`src/hw/bdcdr_params.svh`:
```
// Offsets, field positions, reset values and timing counts of the register group
`ifndef BDCDR_PARAMS_SVH
`define BDCDR_PARAMS_SVH

// ----------------------------------------------------------------------------
// Register indices and byte addresses
// ----------------------------------------------------------------------------
`define BDCDR_IDX_DEV_CTRL     8'h92
`define BDCDR_IDX_DIAG_CTRL    8'h93
`define BDCDR_IDX_CAP_ID       8'ha0
`define BDCDR_IDX_NEXT_PTR     8'ha1
`define BDCDR_ADDR_DEV_CTRL    12'h248
`define BDCDR_ADDR_DIAG_CTRL   12'h24c
`define BDCDR_ADDR_CAP_ID      12'h280
`define BDCDR_ADDR_NEXT_PTR    12'h284

// ----------------------------------------------------------------------------
// Reset values and write masks
// ----------------------------------------------------------------------------
`define BDCDR_RST_DEV_CTRL     8'h66
`define BDCDR_RST_DIAG_CTRL    8'h60
`define BDCDR_VAL_CAP_ID       8'h01
`define BDCDR_VAL_NEXT_PTR     8'h00
`define BDCDR_WMASK_DEV_CTRL   8'hef
`define BDCDR_WMASK_DIAG_CTRL  8'hbf
`define BDCDR_FORCE_DIAG_CTRL  8'h40
`define BDCDR_ID_MASKED        16'hffff

// ----------------------------------------------------------------------------
// Field positions
// ----------------------------------------------------------------------------
`define BDCDR_DC_POWER_HOLD    7
`define BDCDR_DC_THREE_VOLT    6
`define BDCDR_DC_AUX_IO        5
`define BDCDR_DC_RSVD4         4
`define BDCDR_DC_MODE_HI       2
`define BDCDR_DC_MODE_LO       1
`define BDCDR_DG_ID_MASK       7
`define BDCDR_DG_RSVD6         6
`define BDCDR_DG_CSC_ROUTE     5
`define BDCDR_DG_RETRY_DIS     4
`define BDCDR_DG_RETRY_EXT     3
`define BDCDR_DG_CARD_DISC     2
`define BDCDR_DG_HOST_DISC     1

// ----------------------------------------------------------------------------
// Timing counts in clocks
// ----------------------------------------------------------------------------
`define BDCDR_LAT_SHORT        7'd16
`define BDCDR_LAT_LONG         7'd64
`define BDCDR_DISCARD_SHORT    1024
`define BDCDR_DISCARD_LONG     32768

`endif

```
`src/hw/bdcdr_pkg.sv`:
```
// Types shared by the register group
package bdcdr_pkg;

	// ------------------------------------------------------------------------
	// Interrupt signalling mode
	// ------------------------------------------------------------------------
	typedef enum logic [1:0] {
		BDCDR_MODE_PARALLEL = 2'b00,
		BDCDR_MODE_RSVD     = 2'b01,
		BDCDR_MODE_SER_PAR  = 2'b10,
		BDCDR_MODE_SERIAL   = 2'b11
	} bdcdr_int_mode_t;

	typedef logic [7:0] bdcdr_byte_t;

endpackage : bdcdr_pkg

```
`src/hw/bdcdr_regs.sv`:
```
// Device control and diagnostic register group with APB access
//
// Overview of operation
// [RULE_01] Power hold blocks socket power-off in D3
// [RULE_02] Force bit sets reported 3-volt capability
// [RULE_03] Mode field selects serial or parallel interrupts
// [RULE_04] Control bit 4 reads zero, ignores writes
// [RULE_05] Software writes zero to test bit 3
// [RULE_06] Software writes zero to control bit 0
// [RULE_07] Aux diagnostic bit read/write, resets to one
// [RULE_08] Marked bits cleared only by global reset
// [RULE_09] Software writes only zero to diagnostic register
// [RULE_10] ID masking returns all ones for IDs
// [RULE_11] Diagnostic bit 6 read-only, reads one
// [RULE_12] Routing bit picks status-change interrupt condition
// [RULE_13] Retry-disable bit turns off delayed transactions
// [RULE_14] Retry-extend bit lengthens latency 16 to 64
// [RULE_15] Card discard timer 2^10 or 2^15 clocks
// [RULE_16] Host discard timer 2^10 or 2^15 clocks
// [RULE_17] Software preserves diagnostic bit 0 on write
// [RULE_18] Capability identifier reads fixed 01h
// [RULE_19] Next-item pointer reads fixed 00h
// [RULE_20] Read-only bits ignore writes, byte lane decoded
//
// The APB register port is this design's own decision.
`timescale 1ns/1ps
`include "bdcdr_params.svh"

module bdcdr_regs #(
	parameter int ADDR_W        = 12,
	parameter int DISCARD_SHORT = `BDCDR_DISCARD_SHORT,
	parameter int DISCARD_LONG  = `BDCDR_DISCARD_LONG
) (
	input  wire logic                     pclk,
	input  wire logic                     presetn,
	input  wire logic                     global_reset_n,
	input  wire logic                     ce,
	input  wire logic                     psel,
	input  wire logic                     penable,
	input  wire logic                     pwrite,
	input  wire logic [ADDR_W-1:0]        paddr,
	input  wire logic [31:0]              pwdata,
	input  wire logic [3:0]               pstrb,
	output logic                          pready,
	output logic [31:0]                   prdata,
	output logic                          pslverr,
	input  wire logic                     power_state_d3,
	input  wire logic                     power_on_req,
	input  wire logic                     power_off_req,
	output logic                          socket_power_on,
	output logic                          socket_3v_capable,
	output bdcdr_pkg::bdcdr_int_mode_t    interrupt_signal_mode,
	output logic                          serial_irq_en,
	output logic                          parallel_int_en,
	input  wire logic [15:0]              vendor_id_in,
	input  wire logic [15:0]              device_id_in,
	output logic [15:0]                   vendor_id_out,
	output logic [15:0]                   device_id_out,
	input  wire logic                     status_change_event,
	input  wire logic                     legacy_803_bit4,
	input  wire logic [3:0]               legacy_805_hi,
	output logic                          status_change_irq,
	output logic                          delayed_txn_enable,
	output logic [6:0]                    target_latency_limit,
	input  wire logic [1:0]               discard_pending,
	output logic [1:0]                    discard_expired
);
	import bdcdr_pkg::*;

	initial begin
		if (ADDR_W < 10 || ADDR_W > 32)
			$error("ADDR_W must lie between 10 and 32");
		if (DISCARD_SHORT < 1 || DISCARD_LONG < 1 || DISCARD_LONG > 65536)
			$error("Discard counts must lie between 1 and 65536");
	end

	localparam logic [15:0] SHORT_LAST = 16'(DISCARD_SHORT - 1);
	localparam logic [15:0] LONG_LAST  = 16'(DISCARD_LONG - 1);

	// ------------------------------------------------------------------------
	// Register storage
	// ------------------------------------------------------------------------
	bdcdr_byte_t      dev_ctrl_reg;
	bdcdr_byte_t      diag_ctrl_reg;
	logic             pready_reg;
	logic [31:0]      prdata_reg;
	logic             pslverr_reg;
	logic             socket_power_on_reg;
	logic             socket_3v_capable_reg;
	bdcdr_int_mode_t  int_mode_reg;
	logic             serial_irq_en_reg;
	logic             parallel_int_en_reg;
	logic [15:0]      vendor_id_out_reg;
	logic [15:0]      device_id_out_reg;
	logic             status_change_irq_reg;
	logic             delayed_txn_enable_reg;
	logic [6:0]       target_latency_limit_reg;
	logic [1:0]       discard_expired_reg;
	logic [15:0]      discard_cnt_reg [2];

	logic             access;
	logic             commit_wr;
	logic             hit_dev;
	logic             hit_diag;
	logic             hit_cap;
	logic             hit_next;
	logic             hit_any;
	bdcdr_byte_t      rd_byte;
	logic [1:0]       discard_sel;

	assign access    = psel && penable;
	assign commit_wr = ce && access && pready_reg && pwrite && pstrb[0];
	assign hit_dev   = paddr == ADDR_W'(`BDCDR_ADDR_DEV_CTRL);
	assign hit_diag  = paddr == ADDR_W'(`BDCDR_ADDR_DIAG_CTRL);
	assign hit_cap   = paddr == ADDR_W'(`BDCDR_ADDR_CAP_ID);
	assign hit_next  = paddr == ADDR_W'(`BDCDR_ADDR_NEXT_PTR);
	assign hit_any   = hit_dev || hit_diag || hit_cap || hit_next;

	// ------------------------------------------------------------------------
	// Read mux
	// ------------------------------------------------------------------------
	always_comb begin
		rd_byte = 8'h00;
		if (hit_dev)
			rd_byte = dev_ctrl_reg & `BDCDR_WMASK_DEV_CTRL; // RULE_04
		else if (hit_diag)
			rd_byte = diag_ctrl_reg | `BDCDR_FORCE_DIAG_CTRL; // RULE_11
		else if (hit_cap)
			rd_byte = `BDCDR_VAL_CAP_ID; // RULE_18
		else if (hit_next)
			rd_byte = `BDCDR_VAL_NEXT_PTR; // RULE_19
	end

	// ------------------------------------------------------------------------
	// APB answer: one wait state, write commits on the pready edge
	// ------------------------------------------------------------------------
	always_ff @(posedge pclk or negedge presetn) begin
		if (!presetn) begin
			pready_reg  <= 1'b0;
			prdata_reg  <= 32'h0000_0000;
			pslverr_reg <= 1'b0;
		end else if (ce) begin
			pready_reg  <= access && !pready_reg;
			pslverr_reg <= access && !pready_reg && !hit_any;
			if (access && !pready_reg && !pwrite)
				prdata_reg <= {24'h00_0000, rd_byte};
			else
				prdata_reg <= 32'h0000_0000;
		end
	end

	// ------------------------------------------------------------------------
	// Software-written bits, held through bus reset
	// ------------------------------------------------------------------------
	always_ff @(posedge pclk or negedge global_reset_n) begin
		if (!global_reset_n) begin
			dev_ctrl_reg  <= `BDCDR_RST_DEV_CTRL; // RULE_08 RULE_07
			diag_ctrl_reg <= `BDCDR_RST_DIAG_CTRL; // RULE_08
		end else if (commit_wr) begin
			if (hit_dev)
				dev_ctrl_reg <= pwdata[7:0] & `BDCDR_WMASK_DEV_CTRL; // RULE_20 RULE_04
			if (hit_diag)
				diag_ctrl_reg <= (pwdata[7:0] & `BDCDR_WMASK_DIAG_CTRL)
					| `BDCDR_FORCE_DIAG_CTRL; // RULE_20 RULE_11
		end
	end

	// ------------------------------------------------------------------------
	// Socket power and capability
	// ------------------------------------------------------------------------
	always_ff @(posedge pclk or negedge presetn) begin
		if (!presetn) begin
			socket_power_on_reg   <= 1'b0;
			socket_3v_capable_reg <= 1'b1;
		end else if (ce) begin
			if (power_on_req)
				socket_power_on_reg <= 1'b1;
			else if (power_off_req &&
				!(dev_ctrl_reg[`BDCDR_DC_POWER_HOLD] && power_state_d3))
				socket_power_on_reg <= 1'b0; // RULE_01
			socket_3v_capable_reg <= dev_ctrl_reg[`BDCDR_DC_THREE_VOLT]; // RULE_02
		end
	end

	// ------------------------------------------------------------------------
	// Interrupt signalling mode
	// ------------------------------------------------------------------------
	always_ff @(posedge pclk or negedge presetn) begin
		if (!presetn) begin
			int_mode_reg        <= BDCDR_MODE_SERIAL;
			serial_irq_en_reg   <= 1'b1;
			parallel_int_en_reg <= 1'b0;
		end else if (ce) begin
			int_mode_reg <= bdcdr_int_mode_t'(dev_ctrl_reg[`BDCDR_DC_MODE_HI:`BDCDR_DC_MODE_LO]);
			case (bdcdr_int_mode_t'(dev_ctrl_reg[`BDCDR_DC_MODE_HI:`BDCDR_DC_MODE_LO]))
				BDCDR_MODE_SER_PAR: begin // RULE_03
					serial_irq_en_reg   <= 1'b1;
					parallel_int_en_reg <= 1'b1;
				end
				BDCDR_MODE_SERIAL: begin // RULE_03
					serial_irq_en_reg   <= 1'b1;
					parallel_int_en_reg <= 1'b0;
				end
				default: begin // RULE_03
					serial_irq_en_reg   <= 1'b0;
					parallel_int_en_reg <= 1'b1;
				end
			endcase
		end
	end

	// ------------------------------------------------------------------------
	// Identification masking and status-change routing
	// ------------------------------------------------------------------------
	always_ff @(posedge pclk or negedge presetn) begin
		if (!presetn) begin
			vendor_id_out_reg     <= 16'h0000;
			device_id_out_reg     <= 16'h0000;
			status_change_irq_reg <= 1'b0;
		end else if (ce) begin
			vendor_id_out_reg <= diag_ctrl_reg[`BDCDR_DG_ID_MASK] ?
				`BDCDR_ID_MASKED : vendor_id_in; // RULE_10
			device_id_out_reg <= diag_ctrl_reg[`BDCDR_DG_ID_MASK] ?
				`BDCDR_ID_MASKED : device_id_in; // RULE_10
			if (diag_ctrl_reg[`BDCDR_DG_CSC_ROUTE])
				status_change_irq_reg <= status_change_event
					&& legacy_805_hi == 4'h0; // RULE_12
			else
				status_change_irq_reg <= status_change_event && legacy_803_bit4; // RULE_12
		end
	end

	// ------------------------------------------------------------------------
	// Retry and latency control
	// ------------------------------------------------------------------------
	always_ff @(posedge pclk or negedge presetn) begin
		if (!presetn) begin
			delayed_txn_enable_reg   <= 1'b1;
			target_latency_limit_reg <= `BDCDR_LAT_SHORT;
		end else if (ce) begin
			delayed_txn_enable_reg <= !diag_ctrl_reg[`BDCDR_DG_RETRY_DIS]; // RULE_13
			target_latency_limit_reg <= diag_ctrl_reg[`BDCDR_DG_RETRY_EXT] ?
				`BDCDR_LAT_LONG : `BDCDR_LAT_SHORT; // RULE_14
		end
	end

	// ------------------------------------------------------------------------
	// Discard timers: 0 host side, 1 card side
	// ------------------------------------------------------------------------
	assign discard_sel = {diag_ctrl_reg[`BDCDR_DG_CARD_DISC], diag_ctrl_reg[`BDCDR_DG_HOST_DISC]};

	for (genvar i = 0; i < 2; i++) begin : g_discard
		logic [15:0] last;
		assign last = discard_sel[i] ? SHORT_LAST : LONG_LAST; // RULE_15 RULE_16

		always_ff @(posedge pclk or negedge presetn) begin
			if (!presetn) begin
				discard_cnt_reg[i]     <= 16'h0000;
				discard_expired_reg[i] <= 1'b0;
			end else if (ce) begin
				discard_expired_reg[i] <= 1'b0;
				if (!discard_pending[i]) begin
					discard_cnt_reg[i] <= 16'h0000;
				end else if (discard_cnt_reg[i] >= last) begin
					discard_cnt_reg[i]     <= 16'h0000;
					discard_expired_reg[i] <= 1'b1; // RULE_15 RULE_16
				end else begin
					discard_cnt_reg[i] <= discard_cnt_reg[i] + 16'h0001;
				end
			end
		end

	end

	// ------------------------------------------------------------------------
	// Outputs
	// ------------------------------------------------------------------------
	assign pready               = pready_reg;
	assign prdata               = prdata_reg;
	assign pslverr              = pslverr_reg;
	assign socket_power_on      = socket_power_on_reg;
	assign socket_3v_capable    = socket_3v_capable_reg;
	assign interrupt_signal_mode = int_mode_reg;
	assign serial_irq_en        = serial_irq_en_reg;
	assign parallel_int_en      = parallel_int_en_reg;
	assign vendor_id_out        = vendor_id_out_reg;
	assign device_id_out        = device_id_out_reg;
	assign status_change_irq    = status_change_irq_reg;
	assign delayed_txn_enable   = delayed_txn_enable_reg;
	assign target_latency_limit = target_latency_limit_reg;
	assign discard_expired      = discard_expired_reg;
endmodule : bdcdr_regs
```
`config.mk`:
```
export PLATFORM = sky130hd
export DESIGN_NAME = bdcdr_regs
export DESIGN_NICKNAME = d
export VERILOG_FILES = /design/src/hw/bdcdr_pkg.sv /design/src/hw/bdcdr_regs.sv
export VERILOG_INCLUDE_DIRS = /design/src /design/src/hw
export SDC_FILE = /design/constraint.sdc
export NUM_CORES = 1
export LEC_CHECK = 0
export BUFFER_PORTS_ARGS = -buffer_cell sky130_fd_sc_hd__buf_2
export CORE_ASPECT_RATIO = 1.25
export CORE_MARGIN = 1.5
export CORE_UTILIZATION = 45
export CTS_CLUSTER_DIAMETER = 30
export DETAILED_ROUTE_END_ITERATION = 12
export PLACE_DENSITY = 0.76
export SLEW_MARGIN = 20
export SYNTH_ARGS = -nofsm -noshare
export SYNTH_HDL_FRONTEND = slang
export SYNTH_SLANG_ARGS = --single-unit
```
`constraint.sdc`:
```
create_clock -name pclk -period 2.25 [get_ports pclk]
set_input_delay 0.225 -clock pclk [delete_from_list [all_inputs] [get_ports pclk]]
set_output_delay 0.225 -clock pclk [all_outputs]
set_load 0.05 [all_outputs]
```
==> results of run 1 <==
-- power by group through the flow --
| stage | Combinational (mW) | Sequential (mW) | Clock [mW] |
|---|---|---|---|
| CTS | 0.660 | 1.92 | 1.54 |
| global placement | 0.644 | 1.95 | 0 |
| floorplan | 0.286 | 2.16 | 0 |
| global route | 0.709 | 1.93 | 1.61 |
| detailed placement | 0.658 | 1.95 | 0 |
| finish | 0.656 | 1.92 | 1.50 |
-- how the worst min path moves through the flow --
| stage | start | end | slack [ns] | cells after the start |
|---|---|---|---|---|
| after floorplan | global_reset_n | dev_ctrl_reg[0] | -0.07 | 0 |
| after global placement | global_reset_n | diag_ctrl_reg[1] | 0.13 | 1 |
| after detailed placement | global_reset_n | diag_ctrl_reg[1] | 0.14 | 1 |
| after CTS | pwdata[4] | diag_ctrl_reg[4] | 0.10 | 2 |
| after global routing | pwdata[4] | diag_ctrl_reg[4] | 0.11 | 2 |
| final | pwdata[4] | diag_ctrl_reg[4] | 0.11 | 2 |
-- cells in the final DEF (no fill, tap or decap), types with 14 or more instances in the layout --
| cell | count |
|---|---|
| o21ai_0 | 14 |
| nand2_1 | 21 |
| nand3_1 | 14 |
| buf_2 | 122 |
| a21oi_1 | 42 |
| nor2_1 | 85 |
| conb_1 | 29 |
| mux2_2 | 20 |
| dfrtp_1 | 88 |
| buf_4 | 16 |
| inv_1 | 22 |
-- final cells by class --
class | instances | area, um2
well taps | 132 | 165
inverters | 22 | 82.6
clock inverters | 2 | 17.5
flip-flops and latches | 100 | 2520
multi-input cells | 351 | 2130
clock buffers | 14 | 274
repair buffers | 141 | 771
fillers | 928 | 4650
-- layer usage --
layer	vias to the layer above	wire, um	GRT usage
met5	-	0	0
met4	0	156	0.0598
met3	12	598	0.0454
met2	133	5360	0.331
met1	1893	4490	0.232
li1	1929	-	-
-- cells by family (layout without fill, tap and decap cells) --
kind of cell	count (synthesis)	after routing	synth area share
adders and majority gates	12	12	0.0304
DFF	100	100	0.510
buffers and inverters	75	179	0.0816
other	1	29	0.000760
muxes	31	31	0.0679
xor gates and xnor gates	14	14	0.0248
AOI/OAI and AO/OA	91	91	0.111
and+or+nand+nor	174	174	0.174
-- per-stage QoR --
stage / hold WS [ns] / cell area, um2 / setup slack, ns / power (mW)
global placement: 0.132 / 5640 / 0.0754 / 2.59
global route: 0.113 / 5960 / 0.0245 / 4.25
detailed placement: 0.142 / 5640 / 0.0262 / 2.61
floorplan: -0.0706 / 5040 / 0.186 / 2.44
finish: 0.115 / 5960 / 0.136 / 4.08
CTS: 0.105 / 5950 / 0.0226 / 4.12
-- repair_timing --
item	in CTS	in global routing
endpoints found under the setup margin	0	5
hold buffers	2	0
buffers inserted	0	0
endpoints found under the hold margin	36	0
resized for setup	0	3
-- synth_stat cells, types with 3 or more instances --
library cell	number	area, um2
inv_1	22	82.6
and4_1	3	26.3
clkbuf_1	20	75.1
nand4_1	8	50.1
mux2_2	20	225
nor3_1	4	20.0
a31oi_1	3	18.8
xor2_1	13	114
a21oi_1	42	210
o22ai_1	9	56.3
nor2_1	85	319
mux2i_1	11	110
buf_4	30	225
o21ai_0	14	70.1
nand3_1	15	75.1
nand4b_1	3	26.3
dfstp_2	11	289
o2bb2ai_1	6	52.6
nor4b_1	4	35.0
and3_1	10	62.6
nand2_1	21	78.8
nor4_1	6	37.5
o21a_1	3	22.5
nand2b_1	4	25.0
dfrtp_1	89	2230
ha_1	12	150
-- critical path, delay by kind of cell (launching register included) --
| family | cells | cell delay, ns |
|---|---|---|
| simple gates | 3 | 0.88 |
| flops | 1 | 0.46 |
| compound gates | 2 | 0.36 |
| fa+ha+maj | 1 | 0.31 |
==> results, run 1 <==
- The CTS buffer count is 9.
- The share of final-layout standard cells stronger than drive strength 1 is 0.310.
- Power spread over the standard cell area amounts to around 700 nW/um2.
- The maximum clock insertion buffer count is 2.
- 0 antenna diodes ended up in the layout.
- The TritonCTS clock tree is yes.
- The final-report max-slew violation count was 0.
- The final hold violation count was 0.
- The worst min-delay path class is input pin to flip-flop.
- A synthesized cell averages between 9 and 10 um2.
- Derived from the worst setup path, the maximum achievable clock frequency is ~0.47 GHz.
- The sequential element share of the synthesized area is 0.510.
- The signed area change from the synthesized netlist to the final layout is 20.7%.
- The cell with the largest stage delay on the worst path is or4_4.
- Measured in cells, the most critical reg-to-reg path has a length of 6.
- The type of element capturing the critical path is a flip-flop.
- The number of cells in the finished layout apart from fillers is between 700 and 800.
- The count of vias placed by the detailed router is 3967.
- After global routing the overflow that remains totals 0.
- Setup violations remaining at the end of the flow were counted as 0.
- The transition time at the pin with the least slew margin is 0.666 ns.
- The worst slew margin relative to its limit is 0.556.
- The iteration count of the initial detailed-routing pass is 4.
- The global routing usage summed across all routing layers is 0.190.
- The number of buffers inserted by port buffering is ~120.
- The DRC violation count after routing is 0.
- The tree is rooted in a clkbuf_16.
- Routability-driven placement finished with a final weighted congestion of 0.872.
- The die covers approximately 12000 um2.
- The number of storage elements in the synthesis netlist is 100.
- Data on the critical path is required at its endpoint by 2.48 ns.
- The internal power contribution is 2.88 mW.
- Between clock sinks in the finished design, the worst skew comes to just over 0.006 ns.
- The total number of yosys warnings is 0.
- The number of design-rule violations left by the first detailed-router iteration is 145.
- Setup slack on the worst reg-to-reg path comes out at 0.14 ns.
- The via count of the first global-routing pass is about 4000.
- Across the VDD grid, the largest voltage drop is approximately 0.52 mV.
- The starting density of the core is 0.465.
- The number of ports placed on the die boundary is 181.
- Adding up every negative setup slack in the final design gives 0 ns.
- The detail route stage leaves a number of antenna-violating nets equal to 0.
- The maximum number of pins on one net before global-route repair is 74.
- The sequential cell fraction of total power is 0.471.
- The launching element type of the critical path is a flip-flop.
- The clock network fraction of total power is 0.368.
- After synthesis, the netlist uses 50 different library cells.
- The reported max-cap violation count is 0.
- Walking the worst path, the cells encountered are ha_1 -> nand4b_1 -> or4_4 -> nand3_2 -> o21ai_0 -> a22o_1.
- In the synthesized netlist, the number of instances is around 500.
- The most used flip-flop cell after synthesis is dfrtp_1.
- The sink count of the clock tree is 100.
- Dividing the detail-routed wire length by the instance count gives around 14 um.
- The endpoint of the worst register-to-register path is discard_cnt_reg[30].
- The type of the worst setup path is flip-flop to flip-flop.
- The switching power is 1.20 mW.
- The largest single stage delay on the critical path is between 0.5 and 0.6 ns.
- The critical path ends at discard_cnt_reg[30].
- Setup repair after global routing left no endpoint under its margin.
- The die outline height is between 100 and 150 um.
- Counting flops with a built-in enable in the synthesized netlist gives 0.
- After synthesis, the share of flip-flops with an asynchronous set or reset is 1.00.
- The floorplan has 42 rows.
- The total area inside the core boundary comes to 10600 um2.
- The worst-skew pair later-pin latency is around 0.34 ns.
- In this run the horizontal extent of the chip is 96.7 um.
- Dividing the detail-routed via count by the number of cells gives between 5 and 6.
- The number of instances in the placed design is 744.
- The launching point of the worst reg2reg path is diag_ctrl_reg[1].
- The core occupancy in the finished layout is 0.562.
- At the worst endpoint, the arrival time is ~2.3 ns.
- The post-detailed-routing wire length is about 11 mm.
- The initial antenna violation count was 0.
- The leakage power total is between 2 and 3 nW.
- Counting I/O delays and the setup requirement, the final critical path takes 2.11 ns.
- In this run the worst path has a maximum fanout of 7.
- The post-detailed-placement half-perimeter wirelength is ~7.7 mm.
- The number of H-tree branching levels is 3.
- The most critical setup path has its startpoint at diag_ctrl_reg[1].
- In the finished design, the share of the clock period the worst path needs comes to 0.939.
- The first-pass GRT wire length is about 18 mm.
- The post-CTS clock slew at the launch and capture registers of the worst setup and hold paths is 0.07 ns.
- The flow ran to the end, and the final reports show no timing, DRC or antenna violations.
- The cell area after synthesis is approximately 5000 um2.
- The register with the most flip-flops in the layout has 32 of them.
- The part of the power in combinational logic is 0.161.
- The final net count is approximately 740.
- The fraction of power spent switching nets is 0.294.
(Power assumes the default switching activity.)
==> run 2: changes to the inputs <==
- CELL_PAD_IN_SITES_DETAIL_PLACEMENT: unset -> 0
- CELL_PAD_IN_SITES_GLOBAL_PLACEMENT: unset -> 1
- CORE_UTILIZATION: 45 -> 37
- PLACE_DENSITY: 0.76 -> 0.82
==> run 2 against run 1 <==
  * Largest power group unchanged
  * First-iteration DRC count fell by 5.5%
  * Critical path type unchanged
  * Critical path depth grew 1
  * Final area is 2.0% higher
==> results, run 2 (synthesized netlist as in run 1, its figures left out) <==
- The final net count is 740 (+0.68%).
- The number of design-rule violations left by the first detailed-router iteration is 137 (-5.5%).
- The final hold violation count is 0 (unchanged).
- The first-pass GRT wire length is 19.0 mm (+4.3%).
- The final setup violation count is 0 (unchanged).
- The x dimension of the die is 106 um (+10%).
- The leakage power total came to 2.96 nW (+1.5%).
- The reported max-cap violation count was 0 (unchanged).
- Compared with the post-synthesis result, the final layout area differs by 23.2%.
- The DRC violation count after routing is 0 (unchanged).
- The worst min-delay path class is input pin to flip-flop.
- The flow ran to the end, and the final reports show no timing, DRC or antenna violations.
- The starting density of the core is 0.376 (-0.0886).
- The type of the worst setup path is flip-flop to flip-flop.
- The count of vias placed by the detailed router is 3980 (+0.33%).
- The launching element type of the critical path is a flip-flop.
- The number of flip-flops in the largest register is 32 (unchanged).
- The area of the die is 14100 um2 (+21%).
- The number of antenna diodes is 0 (unchanged).
- The count of cells along the worst hold path is 2 (unchanged).
- The worst setup path is captured at a flip-flop.
- The number of buffers inserted by port buffering came to 124 (unchanged).
- The post-detailed-routing wire length was 11.2 mm (+5.4%).
- The worst setup margin was 0.113 ns (-0.0237 ns).
- The post-CTS clock slew at the launch and capture registers of the worst setup and hold paths is 0.07 ns (about the same).
- The setup fix buffers added after clock tree synthesis is 0 (unchanged).
- The maximum clock insertion buffer count is 2 (unchanged).
- The post-detailed-route via-to-cell ratio was 4.94 (-5.1%).
- The worst endpoint data arrival time came to 2.36 ns (+0.02 ns).
- The endpoint of the worst hold path is diag_ctrl_reg[4].
- The sink count of the clock tree is 100 (unchanged).
- The maximum achievable frequency is 0.468 GHz (-1.1%).
- The number of ports placed on the die boundary came to 181 (unchanged).
- The post-detailed-placement half-perimeter wirelength came to 8.14 mm (+6.4%).
- The remaining antenna violation count after routing was 0 (unchanged).
- The power per standard cell area was 701 nW/um2 (+2.5%).
- The core occupancy in the finished layout is 0.464 (-0.0978).
- The cell row count is 47 (+12%).
- The worst voltage drop across the vdd grid is 0.302 mV (-42%).
- The worst-skew pair later-pin latency is 0.34 ns (about the same).
- The total congestion overflow after global routing is 0 (unchanged).
- The startpoint identified for the worst register-to-register timing path is diag_ctrl_reg[1].
- The global routing usage summed across all routing layers was 0.167 (-0.0227).
- The final-layout worst hold slack is 0.119 ns (+0.00434 ns).
- The data required time of the critical path is 2.47 ns (about the same).
- The number of H-tree branching levels came to 3 (unchanged).
- The initial antenna violation count is 1 (+1).
- The post-route minimum period is 2.14 ns (+0.0237 ns).
- The maximum number of pins on one net before global-route repair is 59 (-20%).
- The number of cells traversed by the worst register-to-register path is 7 (+1).
- The share of final-layout standard cells stronger than drive strength 1 was 0.317 (+0.00701).
- The CTS buffer count is 9 (unchanged).
- The sum of negative setup slack is 0 ns (unchanged).
- The setup slack at placement was 0.0300 ns (+0.00380 ns).
- The portion of the clock cycle consumed by the worst path in the final layout is 0.950 (+0.0105).
- The reg-to-reg setup timing slack is 0.11 ns (-0.02 ns).
- The worst slew margin relative to its limit is 0.442 (-0.114).
- The iteration count of the initial detailed-routing pass is 4 (unchanged).
- The cell at the root of the clock tree is clkbuf_16.
- The endpoint of the worst register-to-register path is discard_cnt_reg[28].
- The routed length per instance is 13.9 um (-0.35%).
- The layout filler cell count is 1285 (+38%).
- The die outline height was 132 um (+10%).
- The post-layout total power is 4.26 mW (+4.6%).
- TritonCTS built the clock tree.
- Setup repair after global routing left no endpoint under its margin.
- The final worst clock skew is 0.00748 ns (+0.00127 ns).
- The most common cell after layout, fill and taps aside is buf_2.
- The final-report max-slew violation count was 0 (unchanged).
- The start point of the worst min-delay path is pwdata[4].
- The critical-path maximum fanout is 6 (-1).
- The area of the core was 13100 um2 (+24%).
- The via count of the first global-routing pass is 4008 (-0.40%).
- The final estimated routing congestion in global placement is 0.795 (-8.8%).
- In the layout the commonest cells are buf_2 (122), dfrtp_1 (88), nor2_1 (85).
- The transition time at the pin with the least slew margin is 0.838 ns (+0.171 ns).
-- run 2: changes by cell type in the layout (fill, tap and decap cells not counted), sizes merged --
cell | before | now
buf | 139 | 144
clkbuf | 14 | 11
bufinv | 0 | 2
inv | 23 | 24
-- run 2: metal layers --
metal | vias up | routed length [um] | GRT usage
li1 | 1941 | - | -
met4 | 2 | 149 | 0.0503
met2 | 108 | 5880 | 0.303
met1 | 1915 | 4660 | 0.196
met5 | - | 13 | 0
met3 | 14 | 474 | 0.0356
-- run 2: what timing repair did --
action                                 4_1_cts  5_1_grt
endpoints found under the hold margin       45        0
hold buffers                                 2        0
setup endpoints to repair                    0        8
gates resized for setup                      0        3
-- run 2: critical path, cell delays in order, from the launching register on --
cell and delay, ns:
dfrtp_2 0.45, ha_1 0.31, nand4b_1 0.17, or4_4 0.59, nand3_2 0.14, buf_4 0.13
o21ai_0 0.07, o2bb2ai_1 0.16
-- run 2: cell type report --
type                            count  area, um2  share of cell area
Clock buffer                       11        243              0.0399
Clock inverter                      5       82.6              0.0136
Inverter                           22       82.6              0.0136
Multi-Input combinational cell    351       2130               0.351
Sequential cell                   100       2520               0.414
Tap cell                          171        214              0.0352
Timing Repair Buffer              146        808               0.133
-- run 2: stage by stage --
| stage | instances | area [um2] |
|---|---|---|
| floorplan | 526 | 5040 |
| global placement | 788 | 5720 |
| detailed placement | 788 | 5720 |
| CTS | 806 | 6070 |
| global route | 806 | 6080 |
| finish | 806 | 6080 |
-- run 2: how the worst max path moves through the flow --
stage | from | endpoint | slack (ns)
after CTS | diag_ctrl_reg[1] | discard_cnt_reg[28] | 0.01
final | diag_ctrl_reg[1] | discard_cnt_reg[28] | 0.11
after floorplan | diag_ctrl_reg[1] | discard_cnt_reg[22] | 0.19
after global placement | diag_ctrl_reg[1] | discard_cnt_reg[28] | 0.08
after global routing | diag_ctrl_reg[1] | discard_cnt_reg[28] | 0.02
after detailed placement | diag_ctrl_reg[1] | discard_cnt_reg[28] | 0.03
-- run 2: power by group --
part | switching, mW | internal, mW | total (mW)
logic | 0.502 | 0.161 | 0.664
registers | 0.0466 | 1.87 | 1.92
clock network | 0.667 | 1.01 | 1.68
